### src/core/ability_pkg.sv
`default_nettype none
package ability_pkg;

    // ------------------------------------------------------------
    // Register offsets on the host bus
    // ------------------------------------------------------------
    localparam int ADDR_W = 5;
    localparam logic [ADDR_W-1:0] OFS_ADV_LOW = 5'h08;
    localparam logic [ADDR_W-1:0] OFS_ADV_HIGH = 5'h09;
    localparam logic [ADDR_W-1:0] OFS_LP_LOW = 5'h0A;
    localparam logic [ADDR_W-1:0] OFS_LP_HIGH = 5'h0B;
    localparam logic [ADDR_W-1:0] OFS_EXP_LOW = 5'h0C;
    localparam logic [ADDR_W-1:0] OFS_EXP_HIGH = 5'h0D;
    localparam logic [ADDR_W-1:0] OFS_EXT_LOW = 5'h1E;
    localparam logic [ADDR_W-1:0] OFS_EXT_HIGH = 5'h1F;

    // ------------------------------------------------------------
    // Field positions, high byte
    // ------------------------------------------------------------
    localparam int BIT_NP = 7;
    localparam int BIT_ACK = 6;
    localparam int BIT_RF_HI = 5;
    localparam int BIT_RF_LO = 4;
    localparam int BIT_PAUSE1 = 0;
    // Field positions, low byte
    localparam int BIT_PAUSE0 = 7;
    localparam int BIT_HALF = 6;
    localparam int BIT_FULL = 5;
    // Expansion low byte
    localparam int BIT_PAGE_RX = 1;
    // Extended status high byte
    localparam int BIT_1000X_FD = 7;

    // ------------------------------------------------------------
    // Constant and reset values
    // ------------------------------------------------------------
    localparam logic [7:0] BYTE_ZERO = 8'h00;
    localparam logic [7:0] EXT_HIGH_VALUE = 8'h80;
    localparam logic [7:0] EXT_LOW_VALUE = 8'h00;
    localparam logic [7:0] EXP_HIGH_VALUE = 8'h00;
    localparam logic [7:0] HIGH_FIELD_MASK = 8'hF1;
    localparam logic [7:0] LOW_FIELD_MASK = 8'hE0;
    // Advertise full duplex only after reset
    localparam logic [7:0] ADV_HIGH_RESET = 8'h00;
    localparam logic [7:0] ADV_LOW_RESET = 8'h20;

    // ------------------------------------------------------------
    // Carriers
    // ------------------------------------------------------------
    typedef struct packed {
        logic next_page;
        logic ack;
        logic [1:0] remote_fault;
        logic [1:0] pause;
        logic half_duplex;
        logic full_duplex;
    } ability_t;

    typedef struct packed {
        logic rd;
        logic wr;
        logic [ADDR_W-1:0] addr;
        logic [7:0] wdata;
    } host_req_t;

    // ------------------------------------------------------------
    // Byte packing shared by all ability registers
    // ------------------------------------------------------------
    function automatic logic [7:0] pack_high(input ability_t a);
        logic [7:0] b;
        b = BYTE_ZERO;
        b[BIT_NP] = a.next_page;
        b[BIT_ACK] = a.ack;
        b[BIT_RF_HI] = a.remote_fault[1];
        b[BIT_RF_LO] = a.remote_fault[0];
        b[BIT_PAUSE1] = a.pause[1];
        return b;
    endfunction

    function automatic logic [7:0] pack_low(input ability_t a);
        logic [7:0] b;
        b = BYTE_ZERO;
        b[BIT_PAUSE0] = a.pause[0];
        b[BIT_HALF] = a.half_duplex;
        b[BIT_FULL] = a.full_duplex;
        return b;
    endfunction

    function automatic ability_t unpack(input logic [7:0] hi,
                                        input logic [7:0] lo);
        ability_t a;
        a.next_page = hi[BIT_NP];
        a.ack = hi[BIT_ACK];
        a.remote_fault = {hi[BIT_RF_HI], hi[BIT_RF_LO]};
        a.pause = {hi[BIT_PAUSE1], lo[BIT_PAUSE0]};
        a.half_duplex = lo[BIT_HALF];
        a.full_duplex = lo[BIT_FULL];
        return a;
    endfunction

endpackage
`default_nettype wire

### src/core/autoneg_ability_regs.sv
// Behaviour
// - Host writable advertised ability, fixed field layout
// - Read-only partner ability, same layout
// - Expansion high byte reads all zero
// - Expansion low reserved and next-page bits zero
// - Page received latches, clears on host read
// - Extended high byte: only bit seven set
// - Extended low byte zero, writes ignored
`timescale 1ns/10ps
`default_nettype none
module autoneg_ability_regs (
    input wire logic CLOCK,
    input wire logic RESET,
    input wire ability_pkg::host_req_t HOST_REQ,
    output logic [7:0] HOST_RDATA,
    output logic HOST_RVALID,
    input wire logic PAGE_RX_STB,
    input wire logic [15:0] PAGE_RX_WORD,
    output ability_pkg::ability_t ADV_ABILITY,
    output ability_pkg::ability_t PARTNER_ABILITY,
    output logic PAGE_RX_FLAG
);

    // ------------------------------------------------------------
    // Declarations
    // ------------------------------------------------------------
    ability_pkg::ability_t adv_ff;
    ability_pkg::ability_t partner;
    logic [7:0] rdata_ff;
    logic [7:0] nxt_rdata;
    logic rvalid_ff;
    logic page_flag_q;
    logic wr_adv_high;
    logic wr_adv_low;
    logic rd_exp_low;
    logic [7:0] adv_high_byte;
    logic [7:0] adv_low_byte;

    // ------------------------------------------------------------
    // Host decode
    // ------------------------------------------------------------
    // Writes to any offset other than the advertised pair are dropped
    assign wr_adv_high = HOST_REQ.wr &&
                         HOST_REQ.addr == ability_pkg::OFS_ADV_HIGH;
    assign wr_adv_low = HOST_REQ.wr &&
                        HOST_REQ.addr == ability_pkg::OFS_ADV_LOW;
    assign rd_exp_low = HOST_REQ.rd &&
                        HOST_REQ.addr == ability_pkg::OFS_EXP_LOW;

    assign adv_high_byte = ability_pkg::pack_high(adv_ff);
    assign adv_low_byte = ability_pkg::pack_low(adv_ff);

    // ------------------------------------------------------------
    // Advertised ability pair
    // ------------------------------------------------------------
    // Each byte writes only its own fields; the other byte is kept
    always_ff @(posedge CLOCK) begin
        if (RESET) begin
            adv_ff <= ability_pkg::unpack(ability_pkg::ADV_HIGH_RESET,
                                          ability_pkg::ADV_LOW_RESET);
        end else if (wr_adv_high) begin
            adv_ff <= ability_pkg::unpack(HOST_REQ.wdata,
                                          adv_low_byte);
        end else if (wr_adv_low) begin
            adv_ff <= ability_pkg::unpack(adv_high_byte,
                                          HOST_REQ.wdata);
        end
    end

    assign ADV_ABILITY = adv_ff;

    // ------------------------------------------------------------
    // Partner page and page-received flag
    // ------------------------------------------------------------
    // Both load on the same strobe so software never sees a stale page
    partner_capture partner_capture_inst (
        .clock(CLOCK),
        .reset(RESET),
        .load(PAGE_RX_STB),
        .page_word(PAGE_RX_WORD),
        .partner(partner)
    );

    page_flag page_flag_inst (
        .clock(CLOCK),
        .reset(RESET),
        .set_pulse(PAGE_RX_STB),
        .clear_pulse(rd_exp_low),
        .flag(page_flag_q)
    );

    assign PARTNER_ABILITY = partner;
    assign PAGE_RX_FLAG = page_flag_q;

    // ------------------------------------------------------------
    // Read multiplexer
    // ------------------------------------------------------------
    // Unmapped offsets return zero rather than stale data
    always_comb begin
        nxt_rdata = ability_pkg::BYTE_ZERO;
        case (HOST_REQ.addr)
            ability_pkg::OFS_ADV_HIGH: begin
                nxt_rdata = adv_high_byte;
            end
            ability_pkg::OFS_ADV_LOW: begin
                nxt_rdata = adv_low_byte;
            end
            ability_pkg::OFS_LP_HIGH: begin
                nxt_rdata = ability_pkg::pack_high(partner);
            end
            ability_pkg::OFS_LP_LOW: begin
                nxt_rdata = ability_pkg::pack_low(partner);
            end
            ability_pkg::OFS_EXP_HIGH: begin
                nxt_rdata = ability_pkg::EXP_HIGH_VALUE;
            end
            ability_pkg::OFS_EXP_LOW: begin
                // Next-page able stays zero: no next-page support
                nxt_rdata[ability_pkg::BIT_PAGE_RX] = page_flag_q;
            end
            ability_pkg::OFS_EXT_HIGH: begin
                nxt_rdata = ability_pkg::EXT_HIGH_VALUE;
            end
            ability_pkg::OFS_EXT_LOW: begin
                nxt_rdata = ability_pkg::EXT_LOW_VALUE;
            end
            default: begin
                nxt_rdata = ability_pkg::BYTE_ZERO;
            end
        endcase
    end

    // ------------------------------------------------------------
    // Read data register
    // ------------------------------------------------------------
    // Data is captured with the read, so the flag shows its pre-clear value
    always_ff @(posedge CLOCK) begin
        if (RESET) begin
            rdata_ff <= ability_pkg::BYTE_ZERO;
        end else if (HOST_REQ.rd) begin
            rdata_ff <= nxt_rdata;
        end
    end

    // Valid marks the cycle after each read
    always_ff @(posedge CLOCK) begin
        if (RESET) begin
            rvalid_ff <= 1'b0;
        end else begin
            rvalid_ff <= HOST_REQ.rd;
        end
    end

    assign HOST_RDATA = rdata_ff;
    assign HOST_RVALID = rvalid_ff;
endmodule
`default_nettype wire

### src/core/page_flag.sv
`timescale 1ns/10ps
`default_nettype none
module page_flag (
    input wire logic clock,
    input wire logic reset,
    input wire logic set_pulse,
    input wire logic clear_pulse,
    output logic flag
);

    logic flag_ff;

    // ------------------------------------------------------------
    // Sticky flag
    // ------------------------------------------------------------
    // Set beats clear so a page arriving during the read is not lost
    always_ff @(posedge clock) begin
        if (reset) begin
            flag_ff <= 1'b0;
        end else if (set_pulse) begin
            flag_ff <= 1'b1;
        end else if (clear_pulse) begin
            flag_ff <= 1'b0;
        end
    end

    assign flag = flag_ff;

endmodule
`default_nettype wire

### src/core/partner_capture.sv
`timescale 1ns/10ps
`default_nettype none
module partner_capture (
    input wire logic clock,
    input wire logic reset,
    input wire logic load,
    input wire logic [15:0] page_word,
    output ability_pkg::ability_t partner
);

    ability_pkg::ability_t partner_ff;

    // ------------------------------------------------------------
    // Partner base page capture
    // ------------------------------------------------------------
    // Only the field bits are kept, so unused bits can never read back
    always_ff @(posedge clock) begin
        if (reset) begin
            partner_ff <= ability_pkg::unpack(ability_pkg::BYTE_ZERO,
                                              ability_pkg::BYTE_ZERO);
        end else if (load) begin
            partner_ff <= ability_pkg::unpack(page_word[15:8],
                                              page_word[7:0]);
        end
    end

    assign partner = partner_ff;

endmodule
`default_nettype wire

### config.mk
export PLATFORM = sky130hd
export DESIGN_NAME = autoneg_ability_regs
export DESIGN_NICKNAME = d
export VERILOG_FILES = /design/src/core/ability_pkg.sv /design/src/core/autoneg_ability_regs.sv /design/src/core/page_flag.sv /design/src/core/partner_capture.sv
export SDC_FILE = /design/constraint.sdc
export NUM_CORES = 1
export LEC_CHECK = 0
export BUFFER_PORTS_ARGS = -buffer_cell sky130_fd_sc_hd__buf_2
export CORE_MARGIN = 2
export CORE_UTILIZATION = 43
export DETAILED_ROUTE_END_ITERATION = 10
export PLACE_DENSITY_LB_ADDON = 0.15
export SLEW_MARGIN = 20
export SYNTH_ARGS = -nofsm -noshare
export SYNTH_HDL_FRONTEND = slang
export SYNTH_SLANG_ARGS = --single-unit
export TNS_END_PERCENT = 1
### constraint.sdc
create_clock -name CLOCK -period 1.7 [get_ports CLOCK]
set_input_delay 0.34 -clock CLOCK [delete_from_list [all_inputs] [get_ports CLOCK]]
set_output_delay 0.34 -clock CLOCK [all_outputs]
set_load 0.1 [all_outputs]
### Word level (Yosys, flattened, before mapping)

Index checks and enable logic that the tools add are counted.

* eq/ne operators: 6
* bitwise logic cells: 1
* mux-type cells: 7
* reductions and logical operators: 5

Operator list (count)
* 6-bit case mux with 5 select lines: 1
* 5-bit by 4-bit == test with 1-bit output, second input constant: 5
* 8-bit two-way mux: 1
* 5-bit == test, second input constant: 1
* 1-bit logical AND: 3
* 1-bit two-way mux: 3
* 3-bit two-way mux: 1
* 1-bit case mux with 2 select lines: 1
* 2-bit AND reduction: 1
* 2-bit nonzero test: 1
* 1-bit inverter: 1

* output and inout port bits: 26
* register bits after elaboration: 26
* logic and storage cells: 35
* input bits: 34

### Logic depth before layout (Yosys ltp)

Gate-level depths: netlist of the first run.

* depth after elaboration: 4
* mapped depth: 4
* gate-level depth less buffers: 3

### Modules after synthesis

A second synthesis of the first run with hierarchy kept.

* cells, all modules: 104
* area total of the unflattened synthesis: 1101.1 µm²

Modules (own cells, without submodules)
* autoneg_ability_regs: times used 1, cells an instance 74, area an instance 777.0 µm², seq. area each 300.3 µm²
* partner_capture: times used 1, cells an instance 26, area an instance 285.3 µm², seq. area each 160.2 µm²
* page_flag: times used 1, cells an instance 4, area an instance 38.8 µm², seq. area each 20.0 µm²

### Least setup slack after synthesis of the first run

Ideal clock, no wire load.

* kind: reg-to-reg
* start point: register partner_capture_inst.partner_ff (netlist bit partner_capture_inst.partner[7])
* end point: register rdata_ff[7] (netlist: HOST_RDATA[7])
* path buffers: 0
* required time: 1.578 ns
* setup time: 0.122 ns
* stages on the path, launching flop included: 3
* arrival: 1.498 ns
* path slack: 0.080 ns
* clock period less this slack: 1.620 ns
* cells stage by stage: dfxtp_1 mux4_2 a221o_1

* word-level cells in the longest chain between the ends: 1

Ends and longest elaborated chain
* start: declaration: RTL line partner_capture.sv:11 `ability_pkg::ability_t partner_ff;`
* start signal: assignment: RTL line partner_capture.sv:19 `partner_ff <= ability_pkg::unpack(ability_pkg::BYTE_ZERO,`
* start signal: assignment: RTL line partner_capture.sv:22 `partner_ff <= ability_pkg::unpack(page_word[15:8],`
* 6-bit case mux with 5 select lines: RTL line autoneg_ability_regs.sv:101 `case (HOST_REQ.addr)`
* end signal: assignment: RTL line autoneg_ability_regs.sv:139 `rdata_ff <= ability_pkg::BYTE_ZERO;`
* end signal: assignment: RTL line autoneg_ability_regs.sv:141 `rdata_ff <= nxt_rdata;`
* end: declaration: RTL line autoneg_ability_regs.sv:29 `logic [7:0] rdata_ff;`

Every way passes these cells.
A chain may end at the register's enable or synchronous reset.

### Worst setup path in the final report of the first run

* start point: register adv_ff (netlist bit ADV_ABILITY[3])
* end point: output port ADV_ABILITY[3] (netlist name)

RTL lines
* start: declaration: RTL line autoneg_ability_regs.sv:27 `ability_pkg::ability_t adv_ff;`
* start signal: assignment: RTL line autoneg_ability_regs.sv:59 `adv_ff <= ability_pkg::unpack(ability_pkg::ADV_HIGH_RESET,`
* start signal: assignment: RTL line autoneg_ability_regs.sv:62 `adv_ff <= ability_pkg::unpack(HOST_REQ.wdata,`
* start signal: assignment: RTL line autoneg_ability_regs.sv:65 `adv_ff <= ability_pkg::unpack(adv_high_byte,`
* end: declaration: RTL line autoneg_ability_regs.sv:19 `output ability_pkg::ability_t ADV_ABILITY,`

No word-level cell between the ends.

==> impl_results.md, run 1 <==
* CP arrival at 1.14 ns
* Final min period at 1.48 ns
* Clock group share of total power at 0.259
* Count leader, synth: dfxtp_1
* Top FF cell, synth: dfxtp_1
* Internal at 0.772 mW
* Drt wl/cell at 13.4 µm
* Drt pass-1 iters at 4
* Crit share post-route at 0.869
* Syn_area_per_cell at 10.1 µm²
* Slowest stage cell, crit path: buf_2
* Crit path largest cell delay at 0.44 ns
* Status: completed
* Pins Over Slew Limit at 0
* CP Launch Type: register
* Drt total wl at 2420 µm
* Final Power at 1.15 mW
* Hold path startpoint: PAGE_RX_WORD[14]
* Antenna violations before repair at 0
* Crit end category: primary output
* Dpl cell area at 0.00130 mm²
* Die Y at 53.8 µm
* Max Root-Sink Buffers at 2
* CTS buffer count at 3
* Clk_skew at 0.00310 ns
* DRC violation total after the first TritonRoute iteration at 9
* Psw at 0.376 mW
* Postcts setup bufs at 0
* R2r setup slk at 0.48 ns
* Drt drc at 0
* # Max-Cap Violations at 0
* Placement Setup Slack at 0.198 ns
* Root buf cell: clkbuf_4
* Reg2reg path depth at 2
* Cell Pwr Density at 862 mW/mm²
* Maximum VDD drop at 0.550 mV
* Post-CTS Hold Fix Bufs at 0
* IO buf count at 46
* Num ports at 60
* Gr usage total at 0.172
* Hold Path End: partner_capture_inst.partner[6]
* Sequential element share of the synthesized area at 0.450
* Initial Utilization at 0.443
* Layout cells sized above 1 at 0.400
* Post-synth EDFFs at 0
* Synth cell types at 29
* Crit-path cells: buf_2
* Area of the mapped netlist at 0.00107 mm²
* Setup_tns at 0 ns
* Hold depth at 3
* Final setup fails at 0
* Comb power frac at 0.228
* CTS tree: yes
* CP Max Fanout at 3
* Routed vias/inst at 5.16
* Die Width at 53.8 µm
* FF-to-FF End: HOST_RDATA[7]
* Finished layout cell area at 0.00133 mm²
* Sequential share of power at 0.513
* Row cnt at 18
* Sink Count at 24
* Worst Path Required at 1.36 ns
* Post-CTS Resized at 0
* Static Leak at 0.634 nW
* Worst Path Buf+Inv at 1
* Ant diodes at 0
* Global-route wire length before repair at 3710 µm
* Share of the synthesized area in the top cell type at 0.450
* Ranking of synthesized cells by area: dfxtp_1 (45%), mux2i_1 (7.5%), mux4_1 (4.9%), o21ai_0 (4.2%), nor2_1 (3.9%)
* Yosys warns at 0
* Cell count after synthesis at 106
* Grt ovf at 0
* Core ar. at 0.00241 mm²
* Fillers at 235
* Clk_lat worst skew at 0.30 ns
* Vias in the first global route at 799
* Routability Congestion at 0.709
* Critical path class: register to primary output
* Final Hold Fails at 0
* H-tree depth at 1
* Nets at 185
* Crit-path leading delay family: buffers and inverters
* Detail Placement HPWL at 1920 µm
* Post-layout util at 0.553
* RSZ-0062 raised after global routing: no
* Fin worst setup slack at 0.222 ns
* Max Clk Rate at 677 MHz
* Largest net degree at the start of global routing at 14
* FF+latch count, synth at 24
* Clock transition at path regs at 0.13 ns
* ANT nets after route at 0
* Net Sw Frac at 0.328
* Worst hold path type: input pin to register
* Worst r2r src: partner_capture_inst.partner[7]
* Die area at 0.00290 mm²
* Yosys top cell by area: dfxtp_1
* Async S/R FF share, synth at 0
* Vias at 929
* Area Overhead vs Synth at 24.9%
* Post-synth top cells: dfxtp_1 (24), nor2_1 (11), o21ai_0 (9)
[layout make-up]
type,count,area (µm²),area share
multi-input combinational,71,526,0.394
sequential,24,480,0.361
timing repair buffer,47,238,0.178
tap,30,37.5,0.0282
clock buffer,4,36.3,0.0272
inverter,4,15.0,0.0113
[worst max-delay path by stage]
stage                     cells after the start                            start                 end  slack [ns]
after floorplan                               2  partner_capture_inst.partner[7]       HOST_RDATA[7]        0.08
after global placement                        3                      HOST_REQ[8]       HOST_RDATA[7]        0.22
after detailed placement                      3                      HOST_REQ[8]       HOST_RDATA[7]        0.20
after CTS                                     1                   ADV_ABILITY[3]      ADV_ABILITY[3]        0.21
after global routing                          1  partner_capture_inst.partner[5]  PARTNER_ABILITY[5]        0.18
final                                         1                   ADV_ABILITY[3]      ADV_ABILITY[3]        0.22
[worst min-delay path, stage by stage]
cell and delay [ns]:
buf_2 0.08, mux2i_1 0.05, nor2_1 0.07
[kinds of logic (layout without fill, tap and decap cells)]
kind of cell	after synthesis	after routing	synth area share
AND/OR/NAND/NOR	33	33	0.189
other	1	2	0.00351
AO/OA/AOI/OAI	23	23	0.130
flip-flops	24	24	0.450
multiplexers	13	13	0.166
buffers and inverters	12	55	0.0609
[power by group through the flow]
stage,combinational [mW],clock (mW),sequential (mW)
finish,0.262,0.297,0.590
detailed placement,0.262,0,0.602
CTS,0.263,0.304,0.590
global route,0.277,0.325,0.592
floorplan,0.0911,0,0.720
global placement,0.260,0,0.602
[flip-flops by register name (all words and copies together), names as in the netlist]
signal	cells
ADV_ABILITY	8
partner_capture_inst.partner	8
HOST_RDATA	6
HOST_RVALID	1
page_flag_inst.flag	1
[cell usage in the layout, fill, tap and decap left out, types with 3 or more instances in the layout]
master	Yosys	layout
buf_2	1	46
dfxtp_1	24	24
nor2_1	11	11
o21ai_0	9	9
nand3_1	8	8
mux2i_1	8	8
a21oi_1	8	8
inv_1	4	4
nand3b_1	3	3
nor2b_1	3	3
clkbuf_4	0	3
[stage by stage]
step,std cells,hold slack [ns]
3_3_place_gp,176,0.453
3_5_place_dp,176,0.467
6_report,180,0.265
5_1_grt,180,0.274
4_1_cts,180,0.262
2_1_floorplan,107,0.419
[layer usage]
metal / up-vias / global-route usage / wire length (µm)
met3: 2 / 0.0306 / 124
li1: 468 / - / -
met4: 0 / 0.0256 / 10
met1: 435 / 0.234 / 1090
met2: 24 / 0.289 / 1190
met5: - / 0 / 0
Note: power is estimated with default switching activity, not from simulation.
==> run 2: changes to the inputs <==
CORE_UTILIZATION = 45   (was 43)
CTS_BUF_LIST = sky130_fd_sc_hd__clkbuf_4 sky130_fd_sc_hd__clkbuf_8   (was unset)
RECOVER_POWER = 25   (was unset)
REMOVE_ABC_BUFFERS = 1   (was unset)
==> run 2 against run 1 <==
Against the previous run: maximum frequency is 0.85% higher; wire length hardly changed; clock-buffer cell count unchanged; final area decreased by 0.56%; sequential power is essentially flat; clock power down 1%; core utilization up 4.0 points; total power fell by 0.42%; critical path depth is the same; cell count decreased by 1.1%; worst hold slack worse by 0.016 ns; largest cell class unchanged.
==> impl_results.md, run 2 (synthesized netlist as in run 1, its figures left out) <==
* Status: completed
* DRC violation total after the first TritonRoute iteration at 16
* Post-CTS Hold Fix Bufs at 0
* Crit share post-route at 0.862
* Routed vias/inst at 5.38
* Maximum VDD drop at 0.451 mV
* Die Width at 52.7 µm
* Cell Pwr Density at 863 mW/mm²
* Vias in the first global route at 880
* ANT nets after route at 0
* Detail Placement HPWL at 1900 µm
* CP Launch Type: register
* Max Clk Rate at 682 MHz
* Commonest non-fill, non-tap cell in the layout: buf_2
* Final setup fails at 0
* RSZ-0062 raised after global routing: no
* Final min period at 1.47 ns
* Pins Over Slew Limit at 0
* Layout cells sized above 1 at 0.380
* Initial Utilization at 0.478
* Slew @ Worst Pin at 0.634 ns
* Drt drc at 0
* Crit-path cells: buf_2
* Slowest stage cell, crit path: buf_2
* CTS tree: yes
* Vias at 958
* Crit-path leading delay family: buffers and inverters
* Post-CTS Resized at 0
* Max Root-Sink Buffers at 2
* Setup_tns at 0 ns
* H-tree depth at 1
* Fillers at 229
* Row cnt at 17
* CP arrival at 1.13 ns
* Worst Path Required at 1.36 ns
* Nets at 185
* Drt total wl at 2420 µm
* Postcts setup bufs at 0
* Slew Limit Headroom at 0.578
* Die area at 0.00278 mm²
* Final Power at 1.14 mW
* Worst hold path type: input pin to register
* Clk_skew at 0.00981 ns
* Crit path largest cell delay at 0.44 ns
* Num ports at 60
* Die Y at 52.7 µm
* Drt pass-1 iters at 4
* Crit end category: primary output
* Worst Path Buf+Inv at 1
* Sink Count at 24
* Ant diodes at 0
* Antenna violations before repair at 0
* Clk_lat worst skew at 0.31 ns
* CTS buffer count at 3
* Critical path class: register to primary output
* Core ar. at 0.00223 mm²
* Largest net degree at the start of global routing at 21
* Clock transition at path regs at 0.13 ns
* Drt wl/cell at 13.6 µm
* Global-route wire length before repair at 4030 µm
* Grt ovf at 0
* Root buf cell: clkbuf_4
* CP Max Fanout at 3
* IO buf count at 46
* Routability Congestion at 0.785
* Final Hold Fails at 0
* Static Leak at 0.628 nW
* Area Overhead vs Synth at 24.1%
* # Max-Cap Violations at 0
* Gr usage total at 0.197
* Most frequent cells in the layout: buf_2 (44), dfxtp_1 (24), nor2_1 (11)
-- run 2: cell types whose count changed in the layout (fill, tap and decap cells not counted), sizes merged --
cell,delta
buf,-2
clkbuf,+2
-- run 2: stage by stage --
stage	cells	util	hold WS [ns]	setup slack (ns)	area, µm²
after floorplan	99	-	0.409	0.0798	1020
after global placement	174	0.579	0.450	0.229	1290
after detailed placement	174	0.579	0.473	0.211	1290
after CTS	178	0.596	0.232	0.223	1330
after global routing	178	0.593	0.231	0.177	1330
final	178	0.593	0.248	0.235	1330
-- run 2: path summary, 6_finish.rpt --
path / from / endpoint / slack, ns / cells past startpoint
worst max-delay path: ADV_ABILITY[7] / ADV_ABILITY[7] / 0.23 / 1
worst min-delay path: RESET / HOST_RVALID / 0.25 / 2
worst max register to register: partner_capture_inst.partner[7] / HOST_RDATA[7] / 0.52 / 2
worst min register to register: HOST_RDATA[6] / HOST_RDATA[6] / 0.49 / 1
-- run 2: power breakdown --
group | total [mW] | leakage, nW | switching, mW | internal (mW)
registers | 0.589 | 0.196 | 0.00970 | 0.579
logic | 0.262 | 0.411 | 0.201 | 0.0614
clock network | 0.293 | 0.0210 | 0.162 | 0.131
total | 1.14 | 0.628 | 0.373 | 0.771
-- run 2: final cells by class --
class | count | area (µm²) | area share
Multi-Input combinational cell | 71 | 523 | 0.395
Clock buffer | 4 | 36.3 | 0.0274
Inverter | 4 | 15.0 | 0.0113
Sequential cell | 24 | 480 | 0.363
Tap cell | 28 | 35.0 | 0.0264
Timing Repair Buffer | 47 | 235 | 0.178
-- run 2: worst register-to-register path, cell delays in order (launching register included) --
cell,delay (ns)
dfxtp_1,0.34
mux4_2,0.46
a221o_1,0.29
-- run 2: layer usage --
metal	GRT usage	wire length [µm]
met2	0.313	1240
met5	0	0
met4	0.0641	8
met1	0.268	1030
met3	0.0371	135
